[config.mk]
export PLATFORM = sky130hd
export DESIGN_NAME = two_tap_line_video_output
export DESIGN_NICKNAME = d
export VERILOG_FILES = /design/src/logic/two_tap_pkg.sv /design/src/logic/port_mapper.sv /design/src/logic/two_tap_line_video_output.sv
export SDC_FILE = /design/constraint.sdc
export NUM_CORES = 1
export LEC_CHECK = 0
export ABC_AREA = 1
export BUFFER_PORTS_ARGS = -buffer_cell sky130_fd_sc_hd__buf_2
export CORE_ASPECT_RATIO = 1.4
export CORE_MARGIN = 5
export CORE_UTILIZATION = 40
export DETAILED_ROUTE_END_ITERATION = 10
export GPL_ROUTABILITY_DRIVEN = 0
export PLACE_DENSITY = 0.67
export SETUP_SLACK_MARGIN = 0.02
export SLEW_MARGIN = 10
export SYNTH_ARGS = -nofsm -noshare
export SYNTH_HDL_FRONTEND = slang
export SYNTH_HIERARCHICAL = 1
export SYNTH_SLANG_ARGS = --single-unit
[constraint.sdc]
create_clock -name clk -period 21 [get_ports clk]
set_input_delay 3.15 -clock clk [delete_from_list [all_inputs] [get_ports clk]]
set_output_delay 3.15 -clock clk [all_outputs]
set_load 0.01 [all_outputs]
[src/logic/two_tap_pkg.sv]
// package: constants and carrier types of the two-tap line video output
// ****************************************************************************
// Summary of operation
// - each pixel clock carries two pixel values plus line and data valid bits.
// - frame valid only in raw modes, and never when its length setting is zero.
// - all pixel, qualifier and clock bits use the first transmitter only.
// - every output word is launched on a rising edge of the pixel clock.
// - in raw modes frame valid marks that each line is sent.
// - at 10-bit depth the two lowest sample bits are dropped.
// - at 8-bit depth the four lowest sample bits are dropped.
// - line and data valid stay low on every cycle without valid pixel data.
// - first cycle sends pixels 1 and 2, then advances two pixels per cycle.
// - after the last pair all three qualifiers fall together.
// - line valid rises two link clock periods after frame valid.
// - with zero frame valid length, line valid keeps the full delay anyway.
// - bit depth never changes the line or frame valid delay.
// - port A/B/C mapping depends on bit depth; unused bits stay low.
// - link pixel clock is 40 MHz or 80 MHz, chosen by configuration; the design only follows link_pclk and the mode clock bit drives nothing.
// - software selects depth through the mode field of the output mode register.
// ****************************************************************************
package two_tap_pkg;

  localparam int ADDR_W = 4;
  localparam int PIX_W  = 12;
  localparam int LEN_W  = 16;

  // register byte offsets on the avalon slave
  localparam logic [ADDR_W-1:0] OFS_MODE   = 4'h0;
  localparam logic [ADDR_W-1:0] OFS_FVLEN  = 4'h4;
  localparam logic [ADDR_W-1:0] OFS_LINE   = 4'h8;
  localparam logic [ADDR_W-1:0] OFS_STATUS = 4'hC;

  // mode register fields
  localparam int MODE_DEPTH_LSB = 0;
  localparam int MODE_ACQ_LSB   = 4;
  localparam int MODE_CLK_BIT   = 8;

  localparam logic [31:0] MODE_RESET  = 32'h0000_0000;
  localparam logic [31:0] FVLEN_RESET = 32'h0000_0001;
  localparam logic [31:0] LINE_RESET  = 32'h0000_0800;

  // line valid lags frame valid by two link clock periods at either speed
  localparam int LV_EXTRA_CYC = 2;

  typedef enum logic [1:0] {
    DEPTH_12 = 2'b00,
    DEPTH_10 = 2'b01,
    DEPTH_8  = 2'b10
  } depth_type;

  typedef enum logic [1:0] {
    ACQ_RGB     = 2'b00,
    ACQ_RAW     = 2'b01,
    ACQ_ENH_RAW = 2'b10
  } acq_type;

  typedef struct packed {
    logic [7:0] port_a;
    logic [7:0] port_b;
    logic [7:0] port_c;
    logic       line_valid;
    logic       frame_valid;
    logic       data_valid;
    logic       spare;
  } link_word_type;

  typedef struct packed {
    logic [PIX_W-1:0] first_pixel_stream;
    logic [PIX_W-1:0] second_pixel_stream;
  } pixel_pair_type;

endpackage : two_tap_pkg

[src/logic/port_mapper.sv]
// port mapper: packs a pixel pair and qualifiers into the transmitter word
`timescale 1ns/1ns
module port_mapper
  import two_tap_pkg::*;
(
  input  wire depth_type      depth,
  input  wire pixel_pair_type pair,
  input  wire logic           lv,
  input  wire logic           fv,
  input  wire logic           dv,
  output link_word_type       word
);

  logic [PIX_W-1:0] p0;
  logic [PIX_W-1:0] p1;

  assign p0 = pair.first_pixel_stream;
  assign p1 = pair.second_pixel_stream;

  always_comb begin
    word             = '0;
    word.line_valid  = lv;
    word.frame_valid = fv;
    word.data_valid  = dv;
    word.spare       = 1'b0;
    unique case (depth)
      DEPTH_12: begin
        word.port_a = p0[7:0];
        word.port_b = {p1[11:8], p0[11:8]};
        word.port_c = p1[7:0];
      end
      DEPTH_10: begin
        word.port_a = p0[9:2];
        word.port_b = {2'b00, p1[11:10], 2'b00, p0[11:10]};
        word.port_c = p1[9:2];
      end
      DEPTH_8: begin
        word.port_a = p0[11:4];
        word.port_b = p1[11:4];
      end
      default: begin
        word.port_a = 8'h00;
      end
    endcase
  end

endmodule : port_mapper

[src/logic/two_tap_line_video_output.sv]
// top: two-tap line video output formatter with avalon register slave
`timescale 1ns/1ns
module two_tap_line_video_output
  import two_tap_pkg::*;
(
  input  wire logic                 clk,
  input  wire logic                 sys_rst,
  input  wire logic [ADDR_W-1:0]    avs_address,
  input  wire logic                 avs_read,
  input  wire logic                 avs_write,
  input  wire logic [31:0]          avs_writedata,
  input  wire logic [3:0]           avs_byteenable,
  output logic [31:0]               avs_readdata,
  output logic                      avs_waitrequest,
  input  wire logic                 link_pclk,
  input  wire logic                 line_start,
  input  wire logic [2*PIX_W-1:0]   pix_pair_in,
  output logic                      pix_req,
  output link_word_type             link_out,
  output logic                      link_clk_out
);

  // ****************************************************************************
  // register slave
  // ****************************************************************************
  logic [31:0] mode_ff;
  logic [31:0] fvlen_ff;
  logic [31:0] line_ff;
  logic        ack_ff;
  logic        busy_ff;
  logic [31:0] nxt_rdata;

  function automatic logic [31:0] merge(input logic [31:0] old, input logic [31:0] nw,
                                        input logic [3:0] be);
    logic [31:0] r;
    r = old;
    for (int i = 0; i < 4; i++) begin
      if (be[i]) begin
        r[i*8 +: 8] = nw[i*8 +: 8];
      end
    end
    return r;
  endfunction : merge

  // one wait cycle: request taken at the edge where waitrequest is low
  always_ff @(posedge clk or posedge sys_rst) begin
    if (sys_rst) begin
      ack_ff <= 1'b0;
    end else begin
      ack_ff <= (avs_read | avs_write) & ~ack_ff;
    end
  end
  // registered so every top output leaves a flip-flop; it always equals ~ack_ff
  always_ff @(posedge clk or posedge sys_rst) begin
    if (sys_rst) begin
      avs_waitrequest <= 1'b1;
    end else begin
      avs_waitrequest <= ~((avs_read | avs_write) & ~ack_ff);
    end
  end

  always_ff @(posedge clk or posedge sys_rst) begin
    if (sys_rst) begin
      mode_ff  <= MODE_RESET;
      fvlen_ff <= FVLEN_RESET;
      line_ff  <= LINE_RESET;
    end else if (avs_write && ack_ff) begin
      unique case (avs_address)
        OFS_MODE:  mode_ff  <= merge(mode_ff, avs_writedata, avs_byteenable);
        OFS_FVLEN: fvlen_ff <= merge(fvlen_ff, avs_writedata, avs_byteenable);
        OFS_LINE:  line_ff  <= merge(line_ff, avs_writedata, avs_byteenable);
        default: begin
        end
      endcase
    end
  end

  always_comb begin
    unique case (avs_address)
      OFS_MODE:   nxt_rdata = mode_ff;
      OFS_FVLEN:  nxt_rdata = fvlen_ff;
      OFS_LINE:   nxt_rdata = line_ff;
      OFS_STATUS: nxt_rdata = {31'h0000_0000, busy_ff};
      default:    nxt_rdata = 32'h0000_0000;
    endcase
  end

  always_ff @(posedge clk or posedge sys_rst) begin
    if (sys_rst) begin
      avs_readdata <= 32'h0000_0000;
    end else if (avs_read && !ack_ff) begin
      avs_readdata <= nxt_rdata;
    end
  end

  // ****************************************************************************
  // link clock and start synchronisers
  // ****************************************************************************
  logic pclk_s1_ff;
  logic pclk_s2_ff;
  logic pclk_d_ff;
  logic start_s1_ff;
  logic start_s2_ff;
  logic start_d_ff;
  logic rise;
  logic start_edge;

  always_ff @(posedge clk or posedge sys_rst) begin
    if (sys_rst) begin
      pclk_s1_ff  <= 1'b0;
      pclk_s2_ff  <= 1'b0;
      pclk_d_ff   <= 1'b0;
      start_s1_ff <= 1'b0;
      start_s2_ff <= 1'b0;
      start_d_ff  <= 1'b0;
    end else begin
      pclk_s1_ff  <= link_pclk;
      pclk_s2_ff  <= pclk_s1_ff;
      pclk_d_ff   <= pclk_s2_ff;
      start_s1_ff <= line_start;
      start_s2_ff <= start_s1_ff;
      start_d_ff  <= start_s2_ff;
    end
  end

  assign rise       = pclk_s2_ff & ~pclk_d_ff;
  assign start_edge = start_s2_ff & ~start_d_ff;

  // strobe is carried on the same transmitter as the data
  always_ff @(posedge clk or posedge sys_rst) begin
    if (sys_rst) begin
      link_clk_out <= 1'b0;
    end else begin
      link_clk_out <= pclk_s2_ff;
    end
  end

  // ****************************************************************************
  // line sequencer
  // ****************************************************************************
  typedef enum logic [1:0] {
    ST_IDLE  = 2'b00,
    ST_LEAD  = 2'b01,
    ST_PIX   = 2'b10
  } seq_type;

  seq_type     state_ff;
  logic        pend_ff;
  logic [1:0]  lead_ff;
  logic [15:0] pairs_ff;
  logic        fv_ff;
  logic        lv_ff;
  logic        dv_ff;
  logic        req_ff;
  depth_type   depth;
  acq_type     acq;
  logic        fv_allowed;
  logic [15:0] line_pairs;

  assign depth      = depth_type'(mode_ff[MODE_DEPTH_LSB +: 2]);
  assign acq        = acq_type'(mode_ff[MODE_ACQ_LSB +: 2]);
  // mode clock bit is only stored; both rates give the same two-period lead
  assign fv_allowed = (acq != ACQ_RGB) && (fvlen_ff[LEN_W-1:0] != 16'h0000);
  assign line_pairs = {1'b0, line_ff[15:1]};

  // a start seen between link edges or during a line is held until the next rising edge in idle
  always_ff @(posedge clk or posedge sys_rst) begin
    if (sys_rst) begin
      pend_ff <= 1'b0;
    end else if (start_edge) begin
      pend_ff <= 1'b1;
    end else if (rise && state_ff == ST_IDLE) begin
      pend_ff <= 1'b0;
    end
  end

  always_ff @(posedge clk or posedge sys_rst) begin
    if (sys_rst) begin
      state_ff <= ST_IDLE;
      lead_ff  <= 2'b00;
      pairs_ff <= 16'h0000;
      fv_ff    <= 1'b0;
      lv_ff    <= 1'b0;
      dv_ff    <= 1'b0;
      req_ff   <= 1'b0;
      busy_ff  <= 1'b0;
    end else begin
      req_ff <= 1'b0;
      if (rise) begin
        unique case (state_ff)
          ST_IDLE: begin
            fv_ff <= 1'b0;
            lv_ff <= 1'b0;
            dv_ff <= 1'b0;
            if (pend_ff && line_pairs != 16'h0000) begin
              // lead is timed even when frame valid is suppressed
              fv_ff    <= fv_allowed;
              lead_ff  <= 2'(LV_EXTRA_CYC - 1);
              state_ff <= ST_LEAD;
              busy_ff  <= 1'b1;
            end
          end
          ST_LEAD: begin
            // depth plays no part in this wait
            if (lead_ff == 2'b00) begin
              lv_ff    <= 1'b1;
              dv_ff    <= 1'b1;
              req_ff   <= 1'b1;
              pairs_ff <= line_pairs - 16'h0001;
              state_ff <= ST_PIX;
            end else begin
              lead_ff <= lead_ff - 2'b01;
            end
          end
          ST_PIX: begin
            if (pairs_ff == 16'h0000) begin
              fv_ff    <= 1'b0;
              lv_ff    <= 1'b0;
              dv_ff    <= 1'b0;
              state_ff <= ST_IDLE;
              busy_ff  <= 1'b0;
            end else begin
              req_ff   <= 1'b1;
              pairs_ff <= pairs_ff - 16'h0001;
            end
          end
          default: begin
            state_ff <= ST_IDLE;
          end
        endcase
      end
    end
  end

  assign pix_req = req_ff;

  // ****************************************************************************
  // output word register
  // ****************************************************************************
  pixel_pair_type pair_ff;
  link_word_type  word;
  logic           fv_out;

  always_ff @(posedge clk or posedge sys_rst) begin
    if (sys_rst) begin
      pair_ff <= '0;
    end else if (req_ff) begin
      pair_ff <= pixel_pair_type'(pix_pair_in);
    end
  end

  assign fv_out = fv_ff & fv_allowed;

  port_mapper u_map (
    .depth (depth),
    .pair  (pair_ff),
    .lv    (lv_ff),
    .fv    (fv_out),
    .dv    (dv_ff),
    .word  (word)
  );

  always_ff @(posedge clk or posedge sys_rst) begin
    if (sys_rst) begin
      link_out <= '0;
    end else begin
      link_out <= word;
    end
  end

  // ****************************************************************************
  // checks
  // ****************************************************************************
  a_quals_together: assert property (@(posedge clk) disable iff (sys_rst)
    link_out.data_valid == link_out.line_valid)
    else $error("data valid and line valid differ");

  // the output word lags the mode by one register, hence the past value
  a_rgb_no_fv: assert property (@(posedge clk) disable iff (sys_rst)
    ($past(acq) == ACQ_RGB) |-> !link_out.frame_valid)
    else $error("frame valid in rgb mode");

  a_zero_len_no_fv: assert property (@(posedge clk) disable iff (sys_rst)
    ($past(fvlen_ff[LEN_W-1:0]) == 16'h0000) |-> !link_out.frame_valid)
    else $error("frame valid with zero length");

  a_spare_low: assert property (@(posedge clk) disable iff (sys_rst)
    !link_out.spare)
    else $error("spare bit driven");

  a_depth8_c_low: assert property (@(posedge clk) disable iff (sys_rst)
    $past(depth) == DEPTH_8 && $past(depth, 2) == DEPTH_8 |-> link_out.port_c == 8'h00)
    else $error("port c used at 8 bit");

  a_depth10_gaps: assert property (@(posedge clk) disable iff (sys_rst)
    $past(depth) == DEPTH_10 |->
      link_out.port_b[7:6] == 2'b00 && link_out.port_b[3:2] == 2'b00)
    else $error("unused port b bits driven at 10 bit");

  a_idle_quiet: assert property (@(posedge clk) disable iff (sys_rst)
    (state_ff == ST_IDLE && $past(state_ff) == ST_IDLE) |-> !lv_ff && !dv_ff && !fv_ff)
    else $error("qualifier high while idle");

  a_lv_lead: assert property (@(posedge clk) disable iff (sys_rst)
    $rose(lv_ff) |-> $past(state_ff) == ST_LEAD && $past(lead_ff) == 2'b00)
    else $error("line valid without lead");

  a_fv_leads_lv: assert property (@(posedge clk) disable iff (sys_rst)
    $rose(fv_ff) |-> !lv_ff)
    else $error("frame valid rose after line valid");

  a_lv_fall_all: assert property (@(posedge clk) disable iff (sys_rst)
    $fell(lv_ff) |-> !fv_ff && !dv_ff)
    else $error("qualifiers did not fall together");

  a_launch_on_edge: assert property (@(posedge clk) disable iff (sys_rst)
    $changed(lv_ff) |-> $past(rise))
    else $error("qualifier moved off link edge");

  a_start_on_edge: assert property (@(posedge clk) disable iff (sys_rst)
    $rose(busy_ff) |-> $past(pend_ff) && $past(rise))
    else $error("line started without a pending start on a link edge");

  a_req_in_line: assert property (@(posedge clk) disable iff (sys_rst)
    req_ff |-> lv_ff && state_ff == ST_PIX)
    else $error("pixel request outside a line");

  a_req_single: assert property (@(posedge clk) disable iff (sys_rst)
    req_ff |=> !req_ff)
    else $error("pixel request longer than one cycle");

  // exactly one wait state, then the slave is ready for the next request
  a_wait_one_cycle: assert property (@(posedge clk) disable iff (sys_rst)
    (avs_read || avs_write) && avs_waitrequest |=> !avs_waitrequest)
    else $error("bus request not answered after one wait state");

  a_wait_released: assert property (@(posedge clk) disable iff (sys_rst)
    !avs_waitrequest |=> avs_waitrequest)
    else $error("waitrequest low for more than one cycle");

  c_line_sent:  cover property (@(posedge clk) $fell(lv_ff));
  c_raw_fv:     cover property (@(posedge clk) $rose(fv_out));
  c_depth10:    cover property (@(posedge clk) lv_ff && depth == DEPTH_10);
  c_held_start: cover property (@(posedge clk) start_edge && state_ff != ST_IDLE);
  c_zero_len:   cover property (@(posedge clk) lv_ff && acq != ACQ_RGB && !fv_out);

endmodule : two_tap_line_video_output

Yosys cells after proc, flatten, opt, wreduce, memory -nomap -nowiden. Index checks and enable logic that the tools add are counted.

Add/subtract/negate cells: 3. Multipliers: 0. Div/mod/pow operators: 0. $lt $le $gt $ge: 0. Equality and inequality tests: 12. Shifts and indexed selects: 0. Mux-type cells: 26. Bitwise logic cells: 9. Reduce and logical (&&, ||, !) cells: 37.

Operators by type and width (number): one-hot mux 32 bit (4 select lines) (1); one-hot mux 8 bit (3 select lines) (2); AND reduction 3 bit (13); 2-to-1 mux 16 bit (2); one-hot mux 16 bit (2 select lines) (1); nonzero test 16 bit (2); AND reduction 4 bit (5); zero test 16 bit (1); one-hot mux 8 bit (2 select lines) (1); subtractor 15 x 1 -> 16 bit (second input constant) (1); subtractor 16 x 1 -> 16 bit (second input constant) (1); nonzero test 2 bit (5); 2-to-1 mux 1 bit (9); == test 4 bit (second input constant) (2); 2-to-1 mux 2 bit (4); != test 2 bit (second input constant) (4); zero test 2 bit (3); one-hot mux 1 bit (2 select lines) (3); one-hot mux 2 bit (3 select lines) (1); logical AND 1 bit (5); bitwise AND 1 bit (4); == test 2 x 1 -> 1 bit (second input constant) (2); == test 2 bit (second input constant) (2); == test 4 x 3 -> 1 bit (second input constant) (1); other kinds (9) (12).

Flip-flop bits (word level): 211. Latch bits: 0. Memory bits (writable): 0. Memory bits (read-only): 0. Input port bits: 70. Memories kept: 0.

Logic depth before layout (Yosys ltp).
Depth in word-level cells: 5. Depth in mapped cells: 15. Gate-level depth less buffers: 13.

Cells and area by module. The synthesis kept the hierarchy.

By module, submodules not included: two_tap_line_video_output (instances 1, cells each 979, area an instance 9251.4 µm², sequential area each 5333.9 µm²); port_mapper (instances 1, cells each 93, area an instance 439.2 µm², sequential area each 0.0 µm²).

Worst setup path after synthesis. OpenSTA, ideal clock, no wires.

Kind: input to register. From: input avs_read. To: register avs_readdata[10]. Library setup time: 0.125 ns. Arrival: 4.017 ns. Required time: 20.875 ns. Path slack: 16.858 ns. Stages: 4. Buffers on the path: 1. Cell sequence: inv_1 nor2_1 buf_2 mux2_2.

Word-level cells in the longest chain between the ends: 1.

RTL lines: start: declaration (RTL line two_tap_line_video_output.sv:9) `input wire logic avs_read,`; logical AND 1 bit (RTL line two_tap_line_video_output.sv:91) `end else if (avs_read && !ack_ff) begin`; end signal: assignment (RTL line two_tap_line_video_output.sv:92) `avs_readdata <= nxt_rdata;`; end: declaration (RTL line two_tap_line_video_output.sv:13) `output logic [31:0] avs_readdata,`.

Every way passes these cells. A chain may end at the register's enable or synchronous reset.

Worst setup path after layout.
From: register req_ff (netlist: pix_req). To: output pix_req.

RTL lines: start: declaration (RTL line two_tap_line_video_output.sv:154) `logic req_ff;`; start signal: assignment (RTL line two_tap_line_video_output.sv:185) `req_ff <= 1'b0;`; start signal: assignment (RTL line two_tap_line_video_output.sv:188) `req_ff <= 1'b0;`; start signal: assignment (RTL line two_tap_line_video_output.sv:208) `req_ff <= 1'b1;`; end: declaration (RTL line two_tap_line_video_output.sv:18) `output logic pix_req,`.

No word-level cell between the ends.

==> metrics <==
Pwr Density approximately 120 nW/um2; final worst slack ~16 ns; crit path kind register to primary output; worst-case vdd ir drop 0.06710 mV; setup TNS 0 ns; Die W around 140 um; crit path DAT roughly 1.9 ns; maximum level of the CTS H-tree 1; top cells by area, synth dfrtp_1, nand2_1, o21ai_0, mux2_2, nand3_1; dpl ws between 15 and 20 ns; area grow syn2layout 16.27%; dpl hpwl approximately 16000 um; Net Count, Synth approximately 1100; pin count of the biggest net entering global routing 138; # placed instances ~1500; mapped cell area 9691 um2; cells on worst reg2reg path 8; initial antenna violation count 1; Post-CTS Setup Inserts 0; CP delay by family, top flip-flops; max_cap viols 0; CP required 17.85 ns; Max clock buf depth 3; post-route ant nets 0; syn_area_per_cell between 9 and 10 um2; max incr delay on CP roughly 1.1 ns; worst r2r dst pairs_ff[11]; Post-Syn Instances 1072; commonest non-fill, non-tap cells in the layout nand2_1, dfrtp_1, buf_2; Congestion Overflow GR 0; Hold EP start_s2_ff; Fin. Hold Viols 0; vias per cell ~5.0; final setup fails 0; GRT Total Usage about 17%; clk slew on worst S/H paths 0.06 ns; RSZ-0062 raised after global routing false; core area 23890 um2; crit-path cells buf_2; Nets between 1000 and 1500; CTS tree built; hold depth 0; Fill cells 2285; Max FO, Critical Path 25; CTS Hold Bufs 0; via count roughly 7500; nature of the critical path endpoint primary output; fmax between 150 and 200 MHz; Port Buffers roughly 130; vias in the first global route 7505; pins over their slew limit 0; commonest non-fill, non-tap cell in the layout nand2_1; worst min-delay path category register to register; initial DRC count approximately 380; DR DRC count 0; final period utilization between 20% and 30%; skew final 0.008675 ns; Starting Density between 40 and 50%; die height about 190 um; register area share after synthesis 55.04%; CTS Root Cell clkbuf_16; Cell Count, Final, Fillers Out 1511; DR pass1 iterations 5; clk sink count between 200 and 250; HP Start start_s1_ff; top-level port count 133; WL final 23260 um; Worst-Skew Late Latency 0.50 ns; wire length of the first global-routing pass 38450 um; startpoint types register; slowest stage cell, crit path dfrtp_1; worst reg-to-reg setup slack between 15 and 20 ns; Power Total around 1.3 mW; Resize count post-CTS 0; fraction of synthesized cell area taken by the top area cell type 54.23%; Fin Hold WS roughly 0.35 ns; worst slew pin tran between 1 and 1.5 ns; CP Buf/Inv Count 1; status finished, final reports clean; Slew headroom 27.01%; dominant cell type by area after synthesis dfrtp_1; Inserted Clock Buffers 23; share of cells above drive strength 1 a little under a quarter; num rows 67; library cells used by synthesis 37; Reg2Reg Launch Point state_ff[0]; Lkg Pwr just under 6 nW; routed length per instance 15.39 um; min Tclk post-route approximately 5.0 ns; synthesized flop and latch total around 210; die area roughly 27000 um2; Synth Warn # 6
==> synth_stat cells (all sizes together) <==
master,count
a21oi,1
conb,1
nand2,347
clkbuf,7
nor4,2
nand4,9
dfstp,3
mux2,49
o221ai,6
o211ai,10
a211oi,1
inv,109
nor2,43
xor2,4
ha,5
and2,1
dfrtp,210
o21ai,127
nand3,93
xnor2,1
or2,3
buf,40
==> registers in the layout (all words and copies together), names as in the netlist, 2 cells and up <==
name	cells
fvlen_ff	32
line_ff	32
pair_ff	24
link_out	28
avs_readdata	32
mode_ff	32
state_ff	2
lead_ff	2
pairs_ff	16
==> how the worst max path moves through the flow <==
stage	from	depth (start not counted)	endpoint
2_1_floorplan	sys_rst	1	ack_ff
3_3_place_gp	sys_rst	3	pairs_ff[13]
3_5_place_dp	sys_rst	3	pairs_ff[13]
4_1_cts	pix_req	1	pix_req
5_1_grt	pix_req	1	pix_req
6_report	pix_req	1	pix_req
==> kinds of logic (layout without fill, tap and decap cells) <==
| group | Yosys count | in the layout | share of synthesized area [%] |
|---|---|---|---|
| compound gates | 145 | 145 | 8.044 |
| xor+xnor | 5 | 5 | 0.4519 |
| fa+ha+maj | 5 | 5 | 0.6456 |
| buf+inv | 156 | 284 | 7.411 |
| flops | 213 | 213 | 55.04 |
| mux | 49 | 49 | 5.810 |
| other cells | 1 | 2 | 0.03870 |
| simple gates | 498 | 498 | 22.56 |
==> worst reg2reg max path: cells and delay by family, from the launching register on <==
kind / cells / cell delay, ns
adder cells (fa/ha/maj): 1 / 0.14
flip-flops: 1 / 0.40
AND/OR/NAND/NOR: 4 / 1.41
buffers and inverters: 3 / 0.53
==> cell type report <==
type                       instances  area [um2]  area share (%)
tap                              310       387.9           3.443
clock inverter                    11       153.9           1.366
inverter                         109       421.7           3.742
timing repair buffer             135       683.2           6.063
sequential                       213        5334           47.34
multi-input combinational        703        3646           32.36
clock buffer                      29       638.1           5.663
antenna                            1       2.502         0.02221
==> power by group <==
group          switching [mW]  total, mW  internal (mW)
combinational           0.207      0.339          0.132
sequential             0.0647      0.570          0.505
clock                   0.165      0.418          0.253
total                   0.436       1.33          0.891
==> per-stage QoR <==
step,instance area [um2],util [%]
final,11270,47.16
after CTS,11260,47.15
after global placement,10470,43.83
after detailed placement,10470,43.83
after floorplan,9691,-
after global routing,11270,47.16
==> per-layer routing <==
layer | up-vias | share of wire, % | track usage, %
met4 | 0 | 3.1 | 5.725
met5 | - | 0 | 0
met1 | 3577 | 41 | 21.23
li1 | 3677 | - | -
met3 | 47 | 4.5 | 2.295
met2 | 181 | 51 | 29.85
No activity file was read; power rests on OpenSTA's default activity.
